==> src/rtl/ftcar_map.svh <==
// Named offsets, reset values, field positions and counts of the framer test/alarm block
`ifndef FTCAR_MAP_SVH
`define FTCAR_MAP_SVH

// ------------------------------------------------------------
// Register port geometry
// ------------------------------------------------------------
`define FTCAR_ADDR_W        20
`define FTCAR_DATA_W        8
`define FTCAR_NUM_CH        4

// ------------------------------------------------------------
// Register offsets (absolute addresses on the register port)
// ------------------------------------------------------------
`define FTCAR_OFF_CTRL      20'h3000C
`define FTCAR_OFF_A1VAL     20'h3000D
`define FTCAR_OFF_A2VAL     20'h3000E
`define FTCAR_OFF_B1MASK    20'h3000F
`define FTCAR_OFF_ALARM     20'h30010
`define FTCAR_OFF_PAIREN    20'h30011

// ------------------------------------------------------------
// Reset values and field positions
// ------------------------------------------------------------
`define FTCAR_CTRL_RST      7'h60
`define FTCAR_BYTE_RST      8'h00
`define FTCAR_NIB_RST       4'h0
`define FTCAR_PAD_NIB       4'h0
`define FTCAR_PAD_BIT       1'b0
`define FTCAR_CTRL_LOOP_BIT 4
`define FTCAR_CTRL_PAR_BIT  5
`define FTCAR_CTRL_SCR_BIT  6

// ------------------------------------------------------------
// Counts and scrambler seed
// ------------------------------------------------------------
`define FTCAR_CNT_ZERO      4'h0
`define FTCAR_CNT_ONE       4'h1
`define FTCAR_SCR_SEED      7'h7F
`define FTCAR_SCR_STEPS     8

`endif

==> src/rtl/ftcar_pkg.sv <==
// Types shared by the framer test control and alarm register block
package ftcar_pkg;
    `include "ftcar_map.svh"

    // ------------------------------------------------------------
    // Register port request
    // ------------------------------------------------------------
    typedef struct packed {
        logic [`FTCAR_ADDR_W-1:0] addr;
        logic [7:0]               wdata;
        logic                     wr;
        logic                     rd;
    } ftcar_busreq_s;

    // ------------------------------------------------------------
    // Control register fields, MSB first
    // ------------------------------------------------------------
    typedef struct packed {
        logic       scramble;
        logic       parityEven;
        logic       loopback;
        logic [3:0] runLen;
    } ftcar_ctrl_s;

    // ------------------------------------------------------------
    // Byte stream with overhead markers, and parity-carrying output
    // ------------------------------------------------------------
    typedef struct packed {
        logic [7:0] data;
        logic       parity;
        logic       frameStart;
        logic       isA1;
        logic       isA2;
        logic       isB1;
        logic       scrSkip;
    } ftcar_txbyte_s;

    typedef struct packed {
        logic [7:0] data;
        logic       parity;
    } ftcar_txout_s;

    // ------------------------------------------------------------
    // State of one channel path
    // ------------------------------------------------------------
    typedef struct packed {
        logic         prevCmd;
        logic         pending;
        logic [3:0]   cnt;
        logic [6:0]   lfsr;
        logic         active;
        ftcar_txout_s out;
    } ftcar_corr_s;

    // ------------------------------------------------------------
    // State of the register block
    // ------------------------------------------------------------
    typedef struct packed {
        ftcar_ctrl_s ctrl;
        logic [7:0]  a1Val;
        logic [7:0]  a2Val;
        logic [7:0]  b1Mask;
        logic [3:0]  pairEn;
        logic [3:0]  alarm;
        logic [3:0]  parErr;
        logic [7:0]  rdata;
    } ftcar_state_s;
endpackage

==> src/rtl/ftcar_frame_corrupt.sv <==
// One channel path: framing byte corruption, B1 masking, scrambling and parity
`timescale 1ns/1ps
module ftcar_frame_corrupt (
    input  wire logic                  mclk,
    input  wire logic                  rst,
    input  wire logic                  ce,
    input  wire ftcar_pkg::ftcar_txbyte_s txIn,
    input  wire logic                  insertCmd,
    input  wire ftcar_pkg::ftcar_ctrl_s   ctrl,
    input  wire logic [7:0]            a1Value,
    input  wire logic [7:0]            a2Value,
    input  wire logic [7:0]            b1Mask,
    output ftcar_pkg::ftcar_txout_s    txOut,
    output logic                       corrupting
);
    import ftcar_pkg::*;

    ftcar_corr_s st;
    ftcar_corr_s next_st;
    logic [3:0]  frameCnt;
    logic [7:0]  outByte;
    logic [14:0] scr;

    // ------------------------------------------------------------
    // Frame-synchronous scrambler, x^7 + x^6 + 1, eight bits per byte
    // ------------------------------------------------------------
    function automatic logic [14:0] scrByte(input logic [6:0] seed);
        logic [6:0] s;
        logic [7:0] key;
        s   = seed;
        key = `FTCAR_BYTE_RST;
        for (int i = 0; i < `FTCAR_SCR_STEPS; i++) begin
            key[7 - i] = s[6];
            s          = {s[5:0], s[6] ^ s[5]};
        end
        return {s, key};
    endfunction

    // Next state: run counter, substitution, masking, scrambling, parity
    always_comb begin
        next_st  = st;
        frameCnt = st.cnt;
        scr      = scrByte(st.lfsr);
        outByte  = txIn.data;
        if (txIn.frameStart) begin
            if (st.pending) begin
                frameCnt        = ctrl.runLen;
                next_st.pending = 1'b0;
            end else if (st.cnt != `FTCAR_CNT_ZERO) begin
                frameCnt = st.cnt - `FTCAR_CNT_ONE;
            end
        end
        // A new command edge re-arms pending even when the load above clears it; the counter load still happens
        if (insertCmd && !st.prevCmd) begin
            next_st.pending = 1'b1;
        end
        next_st.prevCmd = insertCmd;
        next_st.cnt     = frameCnt;
        next_st.active  = (frameCnt != `FTCAR_CNT_ZERO);
        if (frameCnt != `FTCAR_CNT_ZERO && txIn.isA1) begin
            outByte = a1Value;
        end else if (frameCnt != `FTCAR_CNT_ZERO && txIn.isA2) begin
            outByte = a2Value;
        end
        if (txIn.isB1) begin
            outByte = outByte ^ b1Mask;
        end
        // Unscrambled first-row bytes re-seed, so the key lines up each frame
        if (txIn.scrSkip) begin
            next_st.lfsr = `FTCAR_SCR_SEED;
        end else begin
            next_st.lfsr = scr[14:8];
            if (ctrl.scramble) begin
                outByte = outByte ^ scr[7:0];
            end
        end
        next_st.out.data   = outByte;
        next_st.out.parity = ctrl.parityEven ? ^outByte : ~^outByte;
    end

    // State register, frozen while the clock enable is low
    always_ff @(posedge mclk or posedge rst) begin
        if (rst) begin
            st <= '0;
        end else if (ce) begin
            st <= next_st;
        end
    end

    assign txOut      = st.out;
    assign corrupting = st.active;
endmodule

==> src/rtl/ftcar_regs.sv <==
// Global test control and alarm register group with per-channel datapath hooks
`timescale 1ns/1ps
module ftcar_regs (
    input  wire logic                          mclk,
    input  wire logic                          rst,
    input  wire logic                          ce,
    input  wire ftcar_pkg::ftcar_busreq_s      busReq,
    output logic [7:0]                         busRdata,
    input  wire ftcar_pkg::ftcar_txbyte_s [3:0] fabricTx,
    input  wire logic [3:0]                    errInsertCmd,
    output ftcar_pkg::ftcar_txout_s [3:0]      serTx,
    output logic [3:0]                         errInsertActive,
    output logic [3:0]                         fabricParityErr,
    input  wire ftcar_pkg::ftcar_txbyte_s [3:0] rxFramed,
    output ftcar_pkg::ftcar_txout_s [3:0]      fabricRx,
    output logic                               backplaneLoopback,
    output logic                               scrambleEnable,
    output logic                               parityEven,
    input  wire logic [3:0]                    quadAAlarmRaw,
    output logic [3:0]                         quadAAlarm,
    output logic [3:0]                         pairAlarmEnable
);
    import ftcar_pkg::*;

    ftcar_state_s  st;
    ftcar_state_s  next_st;
    ftcar_txbyte_s [3:0] txSel;
    ftcar_txbyte_s [3:0] rxSel;
    logic [3:0]    parBad;

    // ------------------------------------------------------------
    // Address decode
    // ------------------------------------------------------------
    // Full-width compare: aliases elsewhere in the map must not hit here
    function automatic logic regHit(input logic [`FTCAR_ADDR_W-1:0] addr,
                                    input logic [`FTCAR_ADDR_W-1:0] off);
        return (addr == off);
    endfunction

    // Read mux; unmapped addresses and unused bits answer zero
    function automatic logic [7:0] readValue(input logic [`FTCAR_ADDR_W-1:0] addr,
                                             input ftcar_state_s s);
        logic [7:0] v;
        v = `FTCAR_BYTE_RST;
        if (regHit(addr, `FTCAR_OFF_CTRL)) begin
            v = {`FTCAR_PAD_BIT, s.ctrl};
        end else if (regHit(addr, `FTCAR_OFF_A1VAL)) begin
            v = s.a1Val;
        end else if (regHit(addr, `FTCAR_OFF_A2VAL)) begin
            v = s.a2Val;
        end else if (regHit(addr, `FTCAR_OFF_B1MASK)) begin
            v = s.b1Mask;
        end else if (regHit(addr, `FTCAR_OFF_ALARM)) begin
            v = {`FTCAR_PAD_NIB, s.alarm};
        end else if (regHit(addr, `FTCAR_OFF_PAIREN)) begin
            v = {`FTCAR_PAD_NIB, s.pairEn};
        end
        return v;
    endfunction

    // ------------------------------------------------------------
    // Register file and status next state
    // ------------------------------------------------------------
    // Writes to the alarm register are dropped: it only mirrors live state
    always_comb begin
        next_st = st;
        if (busReq.wr) begin
            if (regHit(busReq.addr, `FTCAR_OFF_CTRL)) begin
                next_st.ctrl = busReq.wdata[6:0];
            end
            if (regHit(busReq.addr, `FTCAR_OFF_A1VAL)) begin
                next_st.a1Val = busReq.wdata;
            end
            if (regHit(busReq.addr, `FTCAR_OFF_A2VAL)) begin
                next_st.a2Val = busReq.wdata;
            end
            if (regHit(busReq.addr, `FTCAR_OFF_B1MASK)) begin
                next_st.b1Mask = busReq.wdata;
            end
            if (regHit(busReq.addr, `FTCAR_OFF_PAIREN)) begin
                next_st.pairEn = busReq.wdata[3:0];
            end
        end
        // Read data stand for exactly one cycle after the strobe
        next_st.rdata  = busReq.rd ? readValue(busReq.addr, st) : `FTCAR_BYTE_RST;
        // Gated by the enable already in force; a same-cycle write acts next cycle
        next_st.alarm  = quadAAlarmRaw & st.pairEn;
        next_st.parErr = parBad;
    end

    // State register; clock enable low freezes everything
    always_ff @(posedge mclk or posedge rst) begin
        if (rst) begin
            st        <= '0;
            st.ctrl   <= `FTCAR_CTRL_RST;
            st.a1Val  <= `FTCAR_BYTE_RST;
            st.a2Val  <= `FTCAR_BYTE_RST;
            st.b1Mask <= `FTCAR_BYTE_RST;
            st.pairEn <= `FTCAR_NIB_RST;
        end else if (ce) begin
            st <= next_st;
        end
    end

    // ------------------------------------------------------------
    // Per-channel paths
    // ------------------------------------------------------------
    // Looped data are already scrambled on the line, so they bypass the
    // transmit scrambler; overhead substitution and B1 masking still apply
    generate
        for (genvar ch = 0; ch < `FTCAR_NUM_CH; ch++) begin : g_ch
            // Loopback mux in front of the serialiser path
            always_comb begin
                txSel[ch] = fabricTx[ch];
                if (st.ctrl.loopback) begin
                    txSel[ch]         = rxFramed[ch];
                    txSel[ch].scrSkip = 1'b1;
                end
                rxSel[ch]          = rxFramed[ch];
                rxSel[ch].isB1     = 1'b0;
                parBad[ch] = st.ctrl.parityEven ?
                             (^{fabricTx[ch].data, fabricTx[ch].parity}) :
                             (~^{fabricTx[ch].data, fabricTx[ch].parity});
            end

            ftcar_frame_corrupt u_tx (
                .mclk       (mclk),
                .rst        (rst),
                .ce         (ce),
                .txIn       (txSel[ch]),
                .insertCmd  (errInsertCmd[ch]),
                .ctrl       (st.ctrl),
                .a1Value    (st.a1Val),
                .a2Value    (st.a2Val),
                .b1Mask     (st.b1Mask),
                .txOut      (serTx[ch]),
                .corrupting (errInsertActive[ch])
            );

            // Same engine descrambles received data; no insertion on receive
            ftcar_frame_corrupt u_rx (
                .mclk       (mclk),
                .rst        (rst),
                .ce         (ce),
                .txIn       (rxSel[ch]),
                .insertCmd  (1'b0),
                .ctrl       (st.ctrl),
                .a1Value    (st.a1Val),
                .a2Value    (st.a2Val),
                .b1Mask     (`FTCAR_BYTE_RST),
                .txOut      (fabricRx[ch]),
                .corrupting ()
            );
        end
    endgenerate

    // ------------------------------------------------------------
    // Outputs
    // ------------------------------------------------------------
    // All come straight from state flip-flops
    assign busRdata          = st.rdata;
    assign backplaneLoopback = st.ctrl.loopback;
    assign scrambleEnable    = st.ctrl.scramble;
    assign parityEven        = st.ctrl.parityEven;
    assign quadAAlarm        = st.alarm;
    assign pairAlarmEnable   = st.pairEn;
    assign fabricParityErr   = st.parErr;
endmodule
==> config.mk <==
export PLATFORM = sky130hd
export DESIGN_NAME = ftcar_regs
export DESIGN_NICKNAME = d
export VERILOG_FILES = /design/src/rtl/ftcar_pkg.sv /design/src/rtl/ftcar_frame_corrupt.sv /design/src/rtl/ftcar_regs.sv
export VERILOG_INCLUDE_DIRS = /design/src /design/src/rtl
export SDC_FILE = /design/constraint.sdc
export NUM_CORES = 1
export LEC_CHECK = 0
export BUFFER_PORTS_ARGS = -buffer_cell sky130_fd_sc_hd__buf_2
export CELL_PAD_IN_SITES_DETAIL_PLACEMENT = 1
export CELL_PAD_IN_SITES_GLOBAL_PLACEMENT = 1
export CORE_ASPECT_RATIO = 1.4
export CORE_MARGIN = 2
export CORE_UTILIZATION = 35
export CTS_BUF_LIST = sky130_fd_sc_hd__clkbuf_2 sky130_fd_sc_hd__clkbuf_4 sky130_fd_sc_hd__clkbuf_8
export DETAILED_ROUTE_END_ITERATION = 10
export HOLD_SLACK_MARGIN = 0.03
export PLACE_DENSITY_LB_ADDON = 0.1
export SLEW_MARGIN = 15
export SYNTH_ARGS = -nofsm -noshare
export SYNTH_HDL_FRONTEND = slang
export SYNTH_SLANG_ARGS = --single-unit
==> constraint.sdc <==
create_clock -name mclk -period 10 [get_ports mclk]
set_clock_uncertainty 0.2 [all_clocks]
set_input_delay 1 -clock mclk [delete_from_list [all_inputs] [get_ports mclk]]
set_output_delay 1 -clock mclk [all_outputs]
set_load 0.02 [all_outputs]
==> summary.md, run 1 <==
| Metric | Value |
|---|---|
| Comb power frac | `between 40% and 50%` |
| Placeable Area | `about 43,000 sq um` |
| Iter 0 DRT Violations | `just over 700` |
| Most frequent cells in the layout | `246 x buf_2, 220 x dfrtp_1, 194 x xnor2_1` |
| DRC Markers | `0` |
| DRT Pass-1 Iters | `5` |
| Ys async rst share | `100%` |
| Busiest grt layer | `met2` |
| Post-route clock period utilization | `45.9%` |
| Die Y | `~250 um` |
| Maxcap violations | `0` |
| Post-CTS Resized | `0` |
| H-tree levels | `2` |
| Part of the Yosys area used for sequential elements | `36.6%` |
| Synthesized area | `between 15,000 and 20,000 sq um` |
| Final hold vios | `0` |
| DR vias | `about 13,000` |
| Flop pwr share | `roughly a third` |
| Worst-path clk slew | `0.06 ns` |
| Clock Sink Count | `roughly 220` |
| Slew at the pin with the worst max-slew slack | `around 0.94 ns` |
| Skew-Pair Late Insertion Delay | `around 0.59 ns` |
| Fmax | `218 MHz` |
| GR Util met3 | `under 10%` |
| Min Tclk post-route | `between 4 and 5 ns` |
| Leakage | `a little over 7 nW` |
| M1 GR Usage | `just under 30%` |
| Clk pwr share | `between 20 and 25%` |
| Vias in the first global route | `between 10,000 and 15,000` |
| Fin. max-slew vios | `0` |
| Endpoint type of the worst setup path | `flip-flop` |
| Max VDD drop | `between 0.00015 and 0.0002 V` |
| I/O pin total | `252` |
| GRT Overall Usage | `between 20% and 30%` |
| Crit Path Max Fanout | `56` |
| PortBufs | `roughly 250` |
| NetSw | `about 1.7 mW` |
| Post-Synthesis Cells | `about 1,700` |
| Antenna violations before repair | `2` |
| Status | `finished clean` |
| Hold WC Path Type | `reg2reg` |
| Num CTS Buffers | `42` |
| PwrDens | `between 200 and 250 nW/um^2` |
| Sw frac | `roughly 40%` |
| Final Wtd Congestion | `about 0.84` |
| Rel. slew slack | `a little under two fifths` |
| Hold-fix buffers, CTS | `0` |
| Internal Power | `between 2 and 3 mW` |
| Post-route ant nets | `0` |
| Detail Placement HPWL | `39.7 mm` |
| Gr ovfl total | `0` |
| Critical path class | `reg2reg` |
| Yosys cell types | `72` |
| Final setup vio count | `0` |
| CTS tree | `done` |
| Setup_tns | `0 ns` |
| Tot Pwr | `between 4 and 5 mW` |
| Syn_area_per_cell | `9.09 sq um` |
| M2 GR Usage | `between 40% and 50%` |
| Crit path required time | `roughly 10 ns` |
| Vias per cell | `5.35` |
| Critical path launch point type | `flip-flop` |
| Mapped Nets | `1,839` |
| Die Wd | `about 180 um` |
| Postcts setup bufs | `0` |
| Final WL | `around 54 mm` |
| RSZ-0062 raised after global routing | `false` |
| Fill cell count | `between 5,000 and 6,000` |
| Wire per inst | `roughly 22 um` |
| Root Driver | `clkbuf_8` |
| Post-synth EDFFs | `0` |
| Initial core utilization | `a little over a third` |
| Synth warn | `0` |
| Pin count of the biggest net entering global routing | `190` |
| Area grow syn2layout | `12.8%` |
| First-pass GRT wire length | `just over 80 mm` |
| FF+latch count, synth | `223` |
| Layout cells sized above 1 | `between 20% and 30%` |
| Max Buffers Root-to-Sink | `3` |
| Predominant post-synthesis flop cell | `dfrtp_1` |
| # rows | `90` |
| CP Data Arrival Time | `4.79 ns` |
| Die area | `45,300 sq um` |
| Commonest non-fill, non-tap cell in the layout | `buf_2` |
| Final nets | `approximately 2,000` |
## through the flow
step	setup slack, ns	instance area (sq um)	hold WS (ns)	instances	util [%]
finish	5.41	17200	0.259	2389	40.0
global route	5.11	17200	0.293	2389	40.0
CTS	5.31	17200	0.268	2388	40.0
detailed placement	5.34	16300	0.259	2316	37.9
global placement	5.44	16300	0.245	2316	37.9
floorplan	2.70	15200	0.235	1678	-
## state kept, by name (all words and copies together), names as in the netlist
register,cells
backplaneLoopback,1
busRdata,8
fabricParityErr,4
g_ch.u_rx.scr,28
g_ch.u_rx.st,16
g_ch.u_rx.txOut,36
g_ch.u_tx.corrupting,4
g_ch.u_tx.scr,28
g_ch.u_tx.st,24
g_ch.u_tx.txOut,36
pairAlarmEnable,4
parityEven,1
quadAAlarm,4
scrambleEnable,1
st,28
## layer usage
layer | up-vias | share of wire [%] | wire, um
met4 | 0 | 3.0 | 1630
li1 | 6015 | - | -
met3 | 89 | 3.5 | 1870
met2 | 309 | 50 | 26900
met5 | - | 0 | 0
met1 | 6375 | 43 | 23100
## critical path, cell delays in order (launching register included)
cell      delay [ns]
dfrtp_4         0.59
buf_4           0.72
mux2_2          0.44
o21ai_0         0.14
a311oi_1        0.53
or3_1           0.40
a22oi_1         0.18
xnor2_1         0.33
xnor2_1         0.16
xnor3_1         0.43
xnor2_1         0.19
a21oi_1         0.10
## Yosys cell counts (11+ instances only)
cell,number,area [sq um]
nand3_1,18,90.1
a22oi_1,26,195
clkbuf_1,60,225
mux2i_1,56,561
o21ai_0,51,255
nor2b_1,27,169
nand2b_1,11,68.8
o22ai_1,72,450
a21oi_1,105,526
buf_1,23,86.3
buf_4,78,586
nor3_1,19,95.1
inv_1,50,188
dfrtp_1,221,5530
nand2_1,146,548
or2_2,11,68.8
xor2_1,58,508
mux2_2,82,923
xnor2_1,194,1700
a31oi_1,37,231
nor2_1,174,653
## path summary, 6_finish.rpt
path	startpoint	end	slack, ns	cells after the start
worst max-delay path	backplaneLoopback$_DFFE_PP0P_	g_ch[2].u_tx.txOut[0]$_DFFE_PP0P_	5.41	11
worst min-delay path	g_ch[0].u_tx.st[22]$_DFFE_PP0P_	g_ch[0].u_tx.st[21]$_DFFE_PP0P_	0.26	1
worst max register to register	backplaneLoopback$_DFFE_PP0P_	g_ch[2].u_tx.txOut[0]$_DFFE_PP0P_	5.41	11
worst min register to register	g_ch[0].u_tx.st[22]$_DFFE_PP0P_	g_ch[0].u_tx.st[21]$_DFFE_PP0P_	0.26	1
max in group asynchronous	rst	backplaneLoopback$_DFFE_PP0P_	7.81	3
min in group asynchronous	rst	g_ch[1].u_rx.scr[6]$_DFFE_PP0P_	0.31	2
## cell type report
| type | count | area, sq um | share of cell area [%] |
|---|---|---|---|
| antenna | 1 | 2.50 | 0.0145 |
| clock buffer | 63 | 805 | 4.68 |
| clock inverter | 9 | 81.3 | 0.473 |
| inverter | 50 | 195 | 1.13 |
| multi-input combinational | 1237 | 8530 | 49.6 |
| sequential | 223 | 5590 | 32.5 |
| tap | 552 | 691 | 4.01 |
| timing repair buffer | 254 | 1310 | 7.62 |
## power by group through the flow
stage	Combinational (mW)	Clock [mW]	Sequential, mW
floorplan	1.60	0	1.35
global placement	1.87	0	1.43
detailed placement	1.91	0	1.44
CTS	1.92	0.995	1.43
global route	2.09	1.04	1.47
finish	1.90	0.965	1.42
## cells by family (layout without fill, tap and decap cells)
| group | after synthesis | after routing | share of synthesized area [%] |
|---|---|---|---|
| AND/OR/NAND/NOR | 450 | 450 | 13.3 |
| flip-flops | 223 | 223 | 36.6 |
| buffers and inverters | 218 | 376 | 7.43 |
| AO/OA/AOI/OAI | 374 | 374 | 15.6 |
| other | 0 | 1 | 0 |
| adder cells (fa/ha/maj) | 8 | 8 | 0.657 |
| XOR/XNOR | 262 | 262 | 16.0 |
| multiplexers | 143 | 143 | 10.5 |
No activity file was read; power rests on OpenSTA's default activity.
==> run 2, diff against run 1 <==
==> constraint.sdc (replaced) <==
create_clock -name mclk -period 3.98 [get_ports mclk]
set_clock_uncertainty 0.2 [all_clocks]
set_input_delay 0.398 -clock mclk [delete_from_list [all_inputs] [get_ports mclk]]
set_output_delay 0.398 -clock mclk [all_outputs]
set_load 0.02 [all_outputs]
==> run 2 against run 1 <==
Compared with the run above: clock-buffer cell count decreased by 5; sequential share of layout area is 1.3 points lower; utilization is 1.7 points higher; largest power group unchanged; power rose to 2.5 times the previous value; critical path type unchanged; clock power increased to 2.6 times the previous value; hold slack worse by 0.13 ns; sequential power grew to 2.6 times the previous value.
==> summary.md, run 2 (synthesis gave the netlist of run 1 again) <==
| Metric | Value |
|---|---|
| Fmax | `267 MHz (was 218 MHz)` |
| PwrDens | `610 nW/um^2 (was 249 nW/um^2)` |
| Hold WC Path Type | `in2reg (was reg2reg)` |
| DP Worst Slack | `-0.106 ns (was 5.34 ns)` |
| CP Data Arrival Time | `4.03 ns (was 4.79 ns)` |
| Leakage | `7.44 nW (was 7.11 nW)` |
| Post-Layout Cell Count | `2,457 (was 2,389)` |
| DRT Pass-1 Iters | `5 (unchanged)` |
| Postcts setup bufs | `0 (unchanged)` |
| Status | `finished clean (unchanged)` |
| Area grow syn2layout | `17.5% (was 12.8%)` |
| Skew-Pair Late Insertion Delay | `0.59 ns (about the same)` |
| Pin count of the biggest net entering global routing | `115 (was 190)` |
| Clock Sink Count | `223 (unchanged)` |
| Worst-path clk slew | `0.07 ns (was 0.06 ns)` |
| DRC Markers | `0 (unchanged)` |
| Detail Placement HPWL | `41.5 mm (was 39.7 mm)` |
| Rel. slew slack | `48.1% (was 37.1%)` |
| Layout cells sized above 1 | `25.3% (was 24.1%)` |
| Iter 0 DRT Violations | `556 (was 718)` |
| RSZ-0062 raised after global routing | `false (unchanged)` |
| Num CTS Buffers | `41 (was 42)` |
| First-pass GRT wire length | `84.7 mm (was 82.1 mm)` |
| Vias per cell | `5.33 (was 5.35)` |
| # rows | `90 (unchanged)` |
| GRT Overall Usage | `24.3% (was 23.4%)` |
| Initial core utilization | `35.4% (unchanged)` |
| Final nets | `2,036 (was 1,969)` |
| Wire per inst | `22.5 um (was 22.4 um)` |
| Slew at the pin with the worst max-slew slack | `0.779 ns (was 0.944 ns)` |
| Gr ovfl total | `0 (unchanged)` |
| Commonest non-fill, non-tap cell in the layout | `buf_2 (unchanged)` |
| I/O pin total | `252 (unchanged)` |
| Most frequent cells in the layout | `246 x buf_2, 220 x dfrtp_1, 194 x xnor2_1 (unchanged)` |
| DR vias | `13,100 (was 12,800)` |
| Final hold vios | `0 (unchanged)` |
| CTS tree | `done (unchanged)` |
| Die area | `45,300 sq um (unchanged)` |
| Antenna violations before repair | `1 (was 2)` |
| Root Driver | `clkbuf_8 (unchanged)` |
| Final WL | `55.2 mm (was 53.5 mm)` |
| Min Tclk post-route | `3.74 ns (was 4.59 ns)` |
| Post-route ant nets | `0 (unchanged)` |
| Max VDD drop | `0.000364 V (was 0.000155 V)` |
| Final Wtd Congestion | `0.862 (was 0.838)` |
| Crit Path Max Fanout | `6 (was 56)` |
| Vias in the first global route | `13,900 (was 13,400)` |
| Final setup vio count | `0 (unchanged)` |
| Endpoint type of the worst setup path | `flip-flop (unchanged)` |
| Fin. max-slew vios | `0 (unchanged)` |
| Critical path launch point type | `flip-flop (unchanged)` |
| Placed cells | `2,345 (was 2,316)` |
| Critical path class | `reg2reg (unchanged)` |
| H-tree levels | `2 (unchanged)` |
| PortBufs | `247 (unchanged)` |
| Fill cell count | `5,084 (was 5,097)` |
| Post-route clock period utilization | `94.0% (was 45.9%)` |
| Die Y | `251 um (unchanged)` |
| Maxcap violations | `0 (unchanged)` |
| Placeable Area | `43,000 sq um (unchanged)` |
| Max Buffers Root-to-Sink | `3 (unchanged)` |
| Final setup margin | `0.240 ns (was 5.41 ns)` |
| Crit path required time | `4.27 ns (was 10.20 ns)` |
| Die Wd | `180 um (unchanged)` |
-- run 2: worst max-delay path, stage by stage, from the launching register on --
cell,delay (ns)
dfrtp_1,0.40
inv_1,0.12
ha_1,0.24
nor3b_2,0.22
mux2_2,0.37
o311a_1,0.37
a31o_2,0.34
a22oi_2,0.25
xor2_1,0.25
xor2_1,0.22
xnor2_1,0.14
xnor3_1,0.40
a21oi_1,0.15
-- run 2: where the power goes --
part	leakage, nW	switching (mW)	total [mW]	internal (mW)
sequential	2.61	0.721	3.63	2.91
combinational	4.36	2.52	4.80	2.28
clock	0.472	1.09	2.50	1.42
-- run 2: cell type report --
type | instances | area (sq um) | share of cell area, %
multi-input combinational | 1237 | 8580 | 47.9
sequential | 223 | 5590 | 31.2
timing repair buffer | 322 | 1960 | 10.9
clock buffer | 58 | 748 | 4.18
tap | 552 | 691 | 3.85
inverter | 50 | 191 | 1.07
clock inverter | 14 | 160 | 0.894
antenna | 1 | 2.50 | 0.0140
-- run 2: layer usage --
layer / GRT usage, % / part of all wire (%) / wire length [um] / up-vias
met5: 0 / 0 / 0 / -
met4: 9.52 / 4.1 / 2240 / 0
met3: 3.84 / 4.4 / 2450 / 114
met2: 42.0 / 49 / 27100 / 364
met1: 30.3 / 42 / 23400 / 6447
li1: - / - / - / 6160
-- run 2: repair_timing --
action | CTS | global route
hold buffers | 39 | 0
cloned | 0 | 0
setup endpoints to repair | 1 | 4
hold endpoints to repair | 111 | 0
gates resized for setup | 1 | 9
-- run 2: metrics by stage --
step / setup TNS, ns / area (sq um) / hold WS (ns) / total power, mW / util [%]
global placement: 0 / 16600 / 0.241 / 8.32 / 38.5
detailed placement: -0.106 / 16600 / 0.259 / 8.43 / 38.5
finish: 0 / 17900 / 0.128 / 10.9 / 41.7
floorplan: 0 / 15300 / 0.235 / 7.43 / -
CTS: 0 / 17900 / 0.0790 / 11.0 / 41.5
global route: 0 / 17900 / 0.143 / 11.7 / 41.7
-- run 2: final timing paths --
path                                            startpoint                                end  slack (ns)  cells after the start
setup reg to reg           g_ch[3].u_tx.st[18]$_DFFE_PP0P_  g_ch[3].u_tx.txOut[0]$_DFFE_PP0P_        0.24                     12
hold reg to reg            g_ch[3].u_tx.st[22]$_DFFE_PP0P_    g_ch[3].u_tx.st[21]$_DFFE_PP0P_        0.27                      1
max in group asynchronous                              rst    g_ch[2].u_tx.scr[4]$_DFFE_PP0P_        2.50                      4
hold / removal                                  busReq[13]            busRdata[1]$_DFFE_PP0P_        0.13                      5
setup / recovery           g_ch[3].u_tx.st[18]$_DFFE_PP0P_  g_ch[3].u_tx.txOut[0]$_DFFE_PP0P_        0.24                     12
min in group asynchronous                              rst    g_ch[3].u_tx.st[22]$_DFFE_PP0P_        0.20                      3
==> run 3, diff against run 2 <==
--- a/config.mk
+++ b/config.mk
@@ -6,7 +6,6 @@
 export SDC_FILE = /design/constraint.sdc
 export NUM_CORES = 1
 export LEC_CHECK = 0
-export BUFFER_PORTS_ARGS = -buffer_cell sky130_fd_sc_hd__buf_2
 export CELL_PAD_IN_SITES_DETAIL_PLACEMENT = 1
 export CELL_PAD_IN_SITES_GLOBAL_PLACEMENT = 1
 export CORE_ASPECT_RATIO = 1.4
@@ -14,6 +13,7 @@
 export CORE_UTILIZATION = 35
 export CTS_BUF_LIST = sky130_fd_sc_hd__clkbuf_2 sky130_fd_sc_hd__clkbuf_4 sky130_fd_sc_hd__clkbuf_8
 export DETAILED_ROUTE_END_ITERATION = 10
+export DONT_BUFFER_PORTS = 1
 export HOLD_SLACK_MARGIN = 0.03
 export PLACE_DENSITY_LB_ADDON = 0.1
 export SLEW_MARGIN = 15
==> run 3 against run 2 <==
Compared with the run above: die area is the same; maximum frequency shrank 1.1%; non-clock buffer count shrank 198; critical path type unchanged; largest power group unchanged.
==> summary.md, run 3 (synthesis gave the netlist of run 1 again) <==
| Metric | Value |
|---|---|
| Critical path class | `reg2reg (unchanged)` |
| Comb power frac | `39.4% (was 43.9%)` |
| Post-Layout Cell Count | `2,263 (was 2,457)` |
| Post-route clock period utilization | `95.0% (was 94.0%)` |
| Worst-path clk slew | `0.07 ns (about the same)` |
| CP Data Arrival Time | `4.06 ns (was 4.03 ns)` |
| Most frequent cells in the layout | `220 x dfrtp_1, 194 x xnor2_1, 174 x nor2_1 (was 246 x buf_2, 220 x dfrtp_1, 194 x xnor2_1)` |
| Area grow syn2layout | `12.2% (was 17.5%)` |
| Status | `finished clean (unchanged)` |
| Maxcap violations | `0 (unchanged)` |
| Min Tclk post-route | `3.78 ns (was 3.74 ns)` |
| Fmax | `264 MHz (was 267 MHz)` |
| Num CTS Buffers | `42 (was 41)` |
| DRT Pass-1 Iters | `4 (was 5)` |
| Final WL | `55.9 mm (was 55.2 mm)` |
| Clock Sink Count | `223 (unchanged)` |
| Busiest grt layer | `met2 (unchanged)` |
| Final setup vio count | `0 (unchanged)` |
| Internal Power | `6.40 mW (was 6.60 mW)` |
| DR vias | `12,400 (was 13,100)` |
| I/O pin total | `252 (unchanged)` |
| Sw frac | `39.8% (was 39.6%)` |
| PortBufs | `0 (was 247)` |
| Die Y | `251 um (unchanged)` |
| Tot Pwr | `10.6 mW (was 10.9 mW)` |
| Skew-Pair Late Insertion Delay | `0.60 ns (was 0.59 ns)` |
| Gr ovfl total | `0 (unchanged)` |
| Leakage | `6.63 nW (was 7.44 nW)` |
| GR Util met3 | `6.17% (was 3.84%)` |
| Final hold vios | `0 (unchanged)` |
| Crit path required time | `4.26 ns (was 4.27 ns)` |
| GRT Overall Usage | `24.4% (was 24.3%)` |
| Die Wd | `180 um (unchanged)` |
| Fill cell count | `4,976 (was 5,084)` |
| Min Hold Slack | `0.0709 ns (was 0.128 ns)` |
| Final Wtd Congestion | `0.861 (was 0.862)` |
| Setup_tns | `0 ns (unchanged)` |
| RSZ-0062 raised after global routing | `false (unchanged)` |
| Initial core utilization | `35.4% (unchanged)` |
| Commonest non-fill, non-tap cell in the layout | `dfrtp_1 (was buf_2)` |
| Placeable Area | `43,000 sq um (unchanged)` |
| Hold WC Path Type | `in2reg (unchanged)` |
| Sequential Area | `5590 sq um (unchanged)` |
| Pin count of the biggest net entering global routing | `184 (was 115)` |
| Vias per cell | `5.50 (was 5.33)` |
| First-pass GRT wire length | `83.9 mm (was 84.7 mm)` |
| NetSw | `4.23 mW (was 4.33 mW)` |
| Flop pwr share | `38.1% (was 33.2%)` |
| DRC Markers | `0 (unchanged)` |
| Clk pwr share | `22.5% (was 22.9%)` |
| Wire per inst | `24.7 um (was 22.5 um)` |
| H-tree levels | `2 (unchanged)` |
| Core Util, Final | `39.8% (was 41.7%)` |
| Max Buffers Root-to-Sink | `3 (unchanged)` |
| Antenna violations before repair | `3 (was 1)` |
| Endpoint type of the worst setup path | `flip-flop (unchanged)` |
| CTS tree | `done (unchanged)` |
| Slew at the pin with the worst max-slew slack | `1.17 ns (was 0.779 ns)` |
| PwrDens | `621 nW/um^2 (was 610 nW/um^2)` |
| Iter 0 DRT Violations | `626 (was 556)` |
| Vias in the first global route | `13,100 (was 13,900)` |
| Die area | `45,300 sq um (unchanged)` |
| Detail Placement HPWL | `40.0 mm (was 41.5 mm)` |
| M1 GR Usage | `28.6% (was 30.3%)` |
| Crit Path Max Fanout | `6 (unchanged)` |
| Max VDD drop | `0.000338 V (was 0.000364 V)` |
| # rows | `90 (unchanged)` |
| Post-route ant nets | `0 (unchanged)` |
| Layout cells sized above 1 | `13.9% (was 25.3%)` |
| Area occupied by multi-input gates | `8580 sq um (about the same)` |
| Rel. slew slack | `22.2% (was 48.1%)` |
| Final nets | `1,839 (was 2,036)` |
| Critical path launch point type | `flip-flop (unchanged)` |
| M2 GR Usage | `42.6% (was 42.0%)` |
| Placed cells | `2,099 (was 2,345)` |
| Root Driver | `clkbuf_8 (unchanged)` |
| Fin. max-slew vios | `0 (unchanged)` |
run 3: cell type report:
type	instances	share of cell area, %
Timing Repair Buffer	124	7.00
Sequential cell	223	32.6
Clock inverter	13	0.592
Clock buffer	61	4.43
Multi-Input combinational cell	1237	50.1
Tap cell	552	4.04
Antenna cell	3	0.0439
Inverter	50	1.12
run 3: worst max-delay path, cell delays in order, from the launching register on:
cell and delay, ns:
dfrtp_1 0.40, inv_1 0.12, ha_1 0.23, nor3b_1 0.23
mux2_2 0.37, o311a_1 0.36, a31o_2 0.32, a22oi_1 0.35
xnor2_1 0.22, xor2_1 0.20, xnor2_1 0.14, xnor3_1 0.41
a21oi_1 0.15
run 3: path summary, 6_finish.rpt:
check	depth (start not counted)	end	from	slack [ns]
worst max register to register	12	g_ch[3].u_tx.txOut[0]$_DFFE_PP0P_	g_ch[3].u_tx.st[18]$_DFFE_PP0P_	0.20
worst max-delay path	12	g_ch[3].u_tx.txOut[0]$_DFFE_PP0P_	g_ch[3].u_tx.st[18]$_DFFE_PP0P_	0.20
worst min register to register	1	g_ch[2].u_tx.st[21]$_DFFE_PP0P_	g_ch[2].u_tx.st[22]$_DFFE_PP0P_	0.27
min in group asynchronous	3	g_ch[1].u_rx.scr[5]$_DFFE_PP0P_	rst	0.25
worst min-delay path	3	pairAlarmEnable[1]$_DFFE_PP0P_	busReq[1]	0.07
max in group asynchronous	3	g_ch[2].u_tx.txOut[4]$_DFFE_PP0P_	rst	2.59
run 3: metal layers:
metal	wire [um]	part of all wire, %	up-vias
li1	-	-	5759
met3	3700	6.6	109
met2	27800	50	354
met4	2140	3.8	0
met1	22300	40	6223
met5	0	0	-
run 3: power groups by stage:
stage / Combinational (mW) / Clock [mW] / Sequential, mW
after CTS: 4.17 / 2.47 / 4.07
after global placement: 3.80 / 0 / 4.09
after global routing: 4.64 / 2.56 / 4.16
after floorplan: 4.03 / 0 / 3.40
after detailed placement: 3.89 / 0 / 4.10
final: 4.19 / 2.39 / 4.05
run 3: metrics by stage:
step / instance area (sq um) / worst slack (ns)
3_5_place_dp: 15300 / 0.0548
5_1_grt: 17100 / 0.0240
4_1_cts: 17000 / 0.0519
6_report: 17100 / 0.199
2_1_floorplan: 15300 / 0.474
3_3_place_gp: 15300 / 0.188
run 3: repair_timing:
action | CTS | global route
buffers inserted | 0 | 2
gates resized for setup | 0 | 8
setup endpoints to repair | 0 | 3
hold buffers | 85 | 0
hold endpoints to repair | 439 | 0
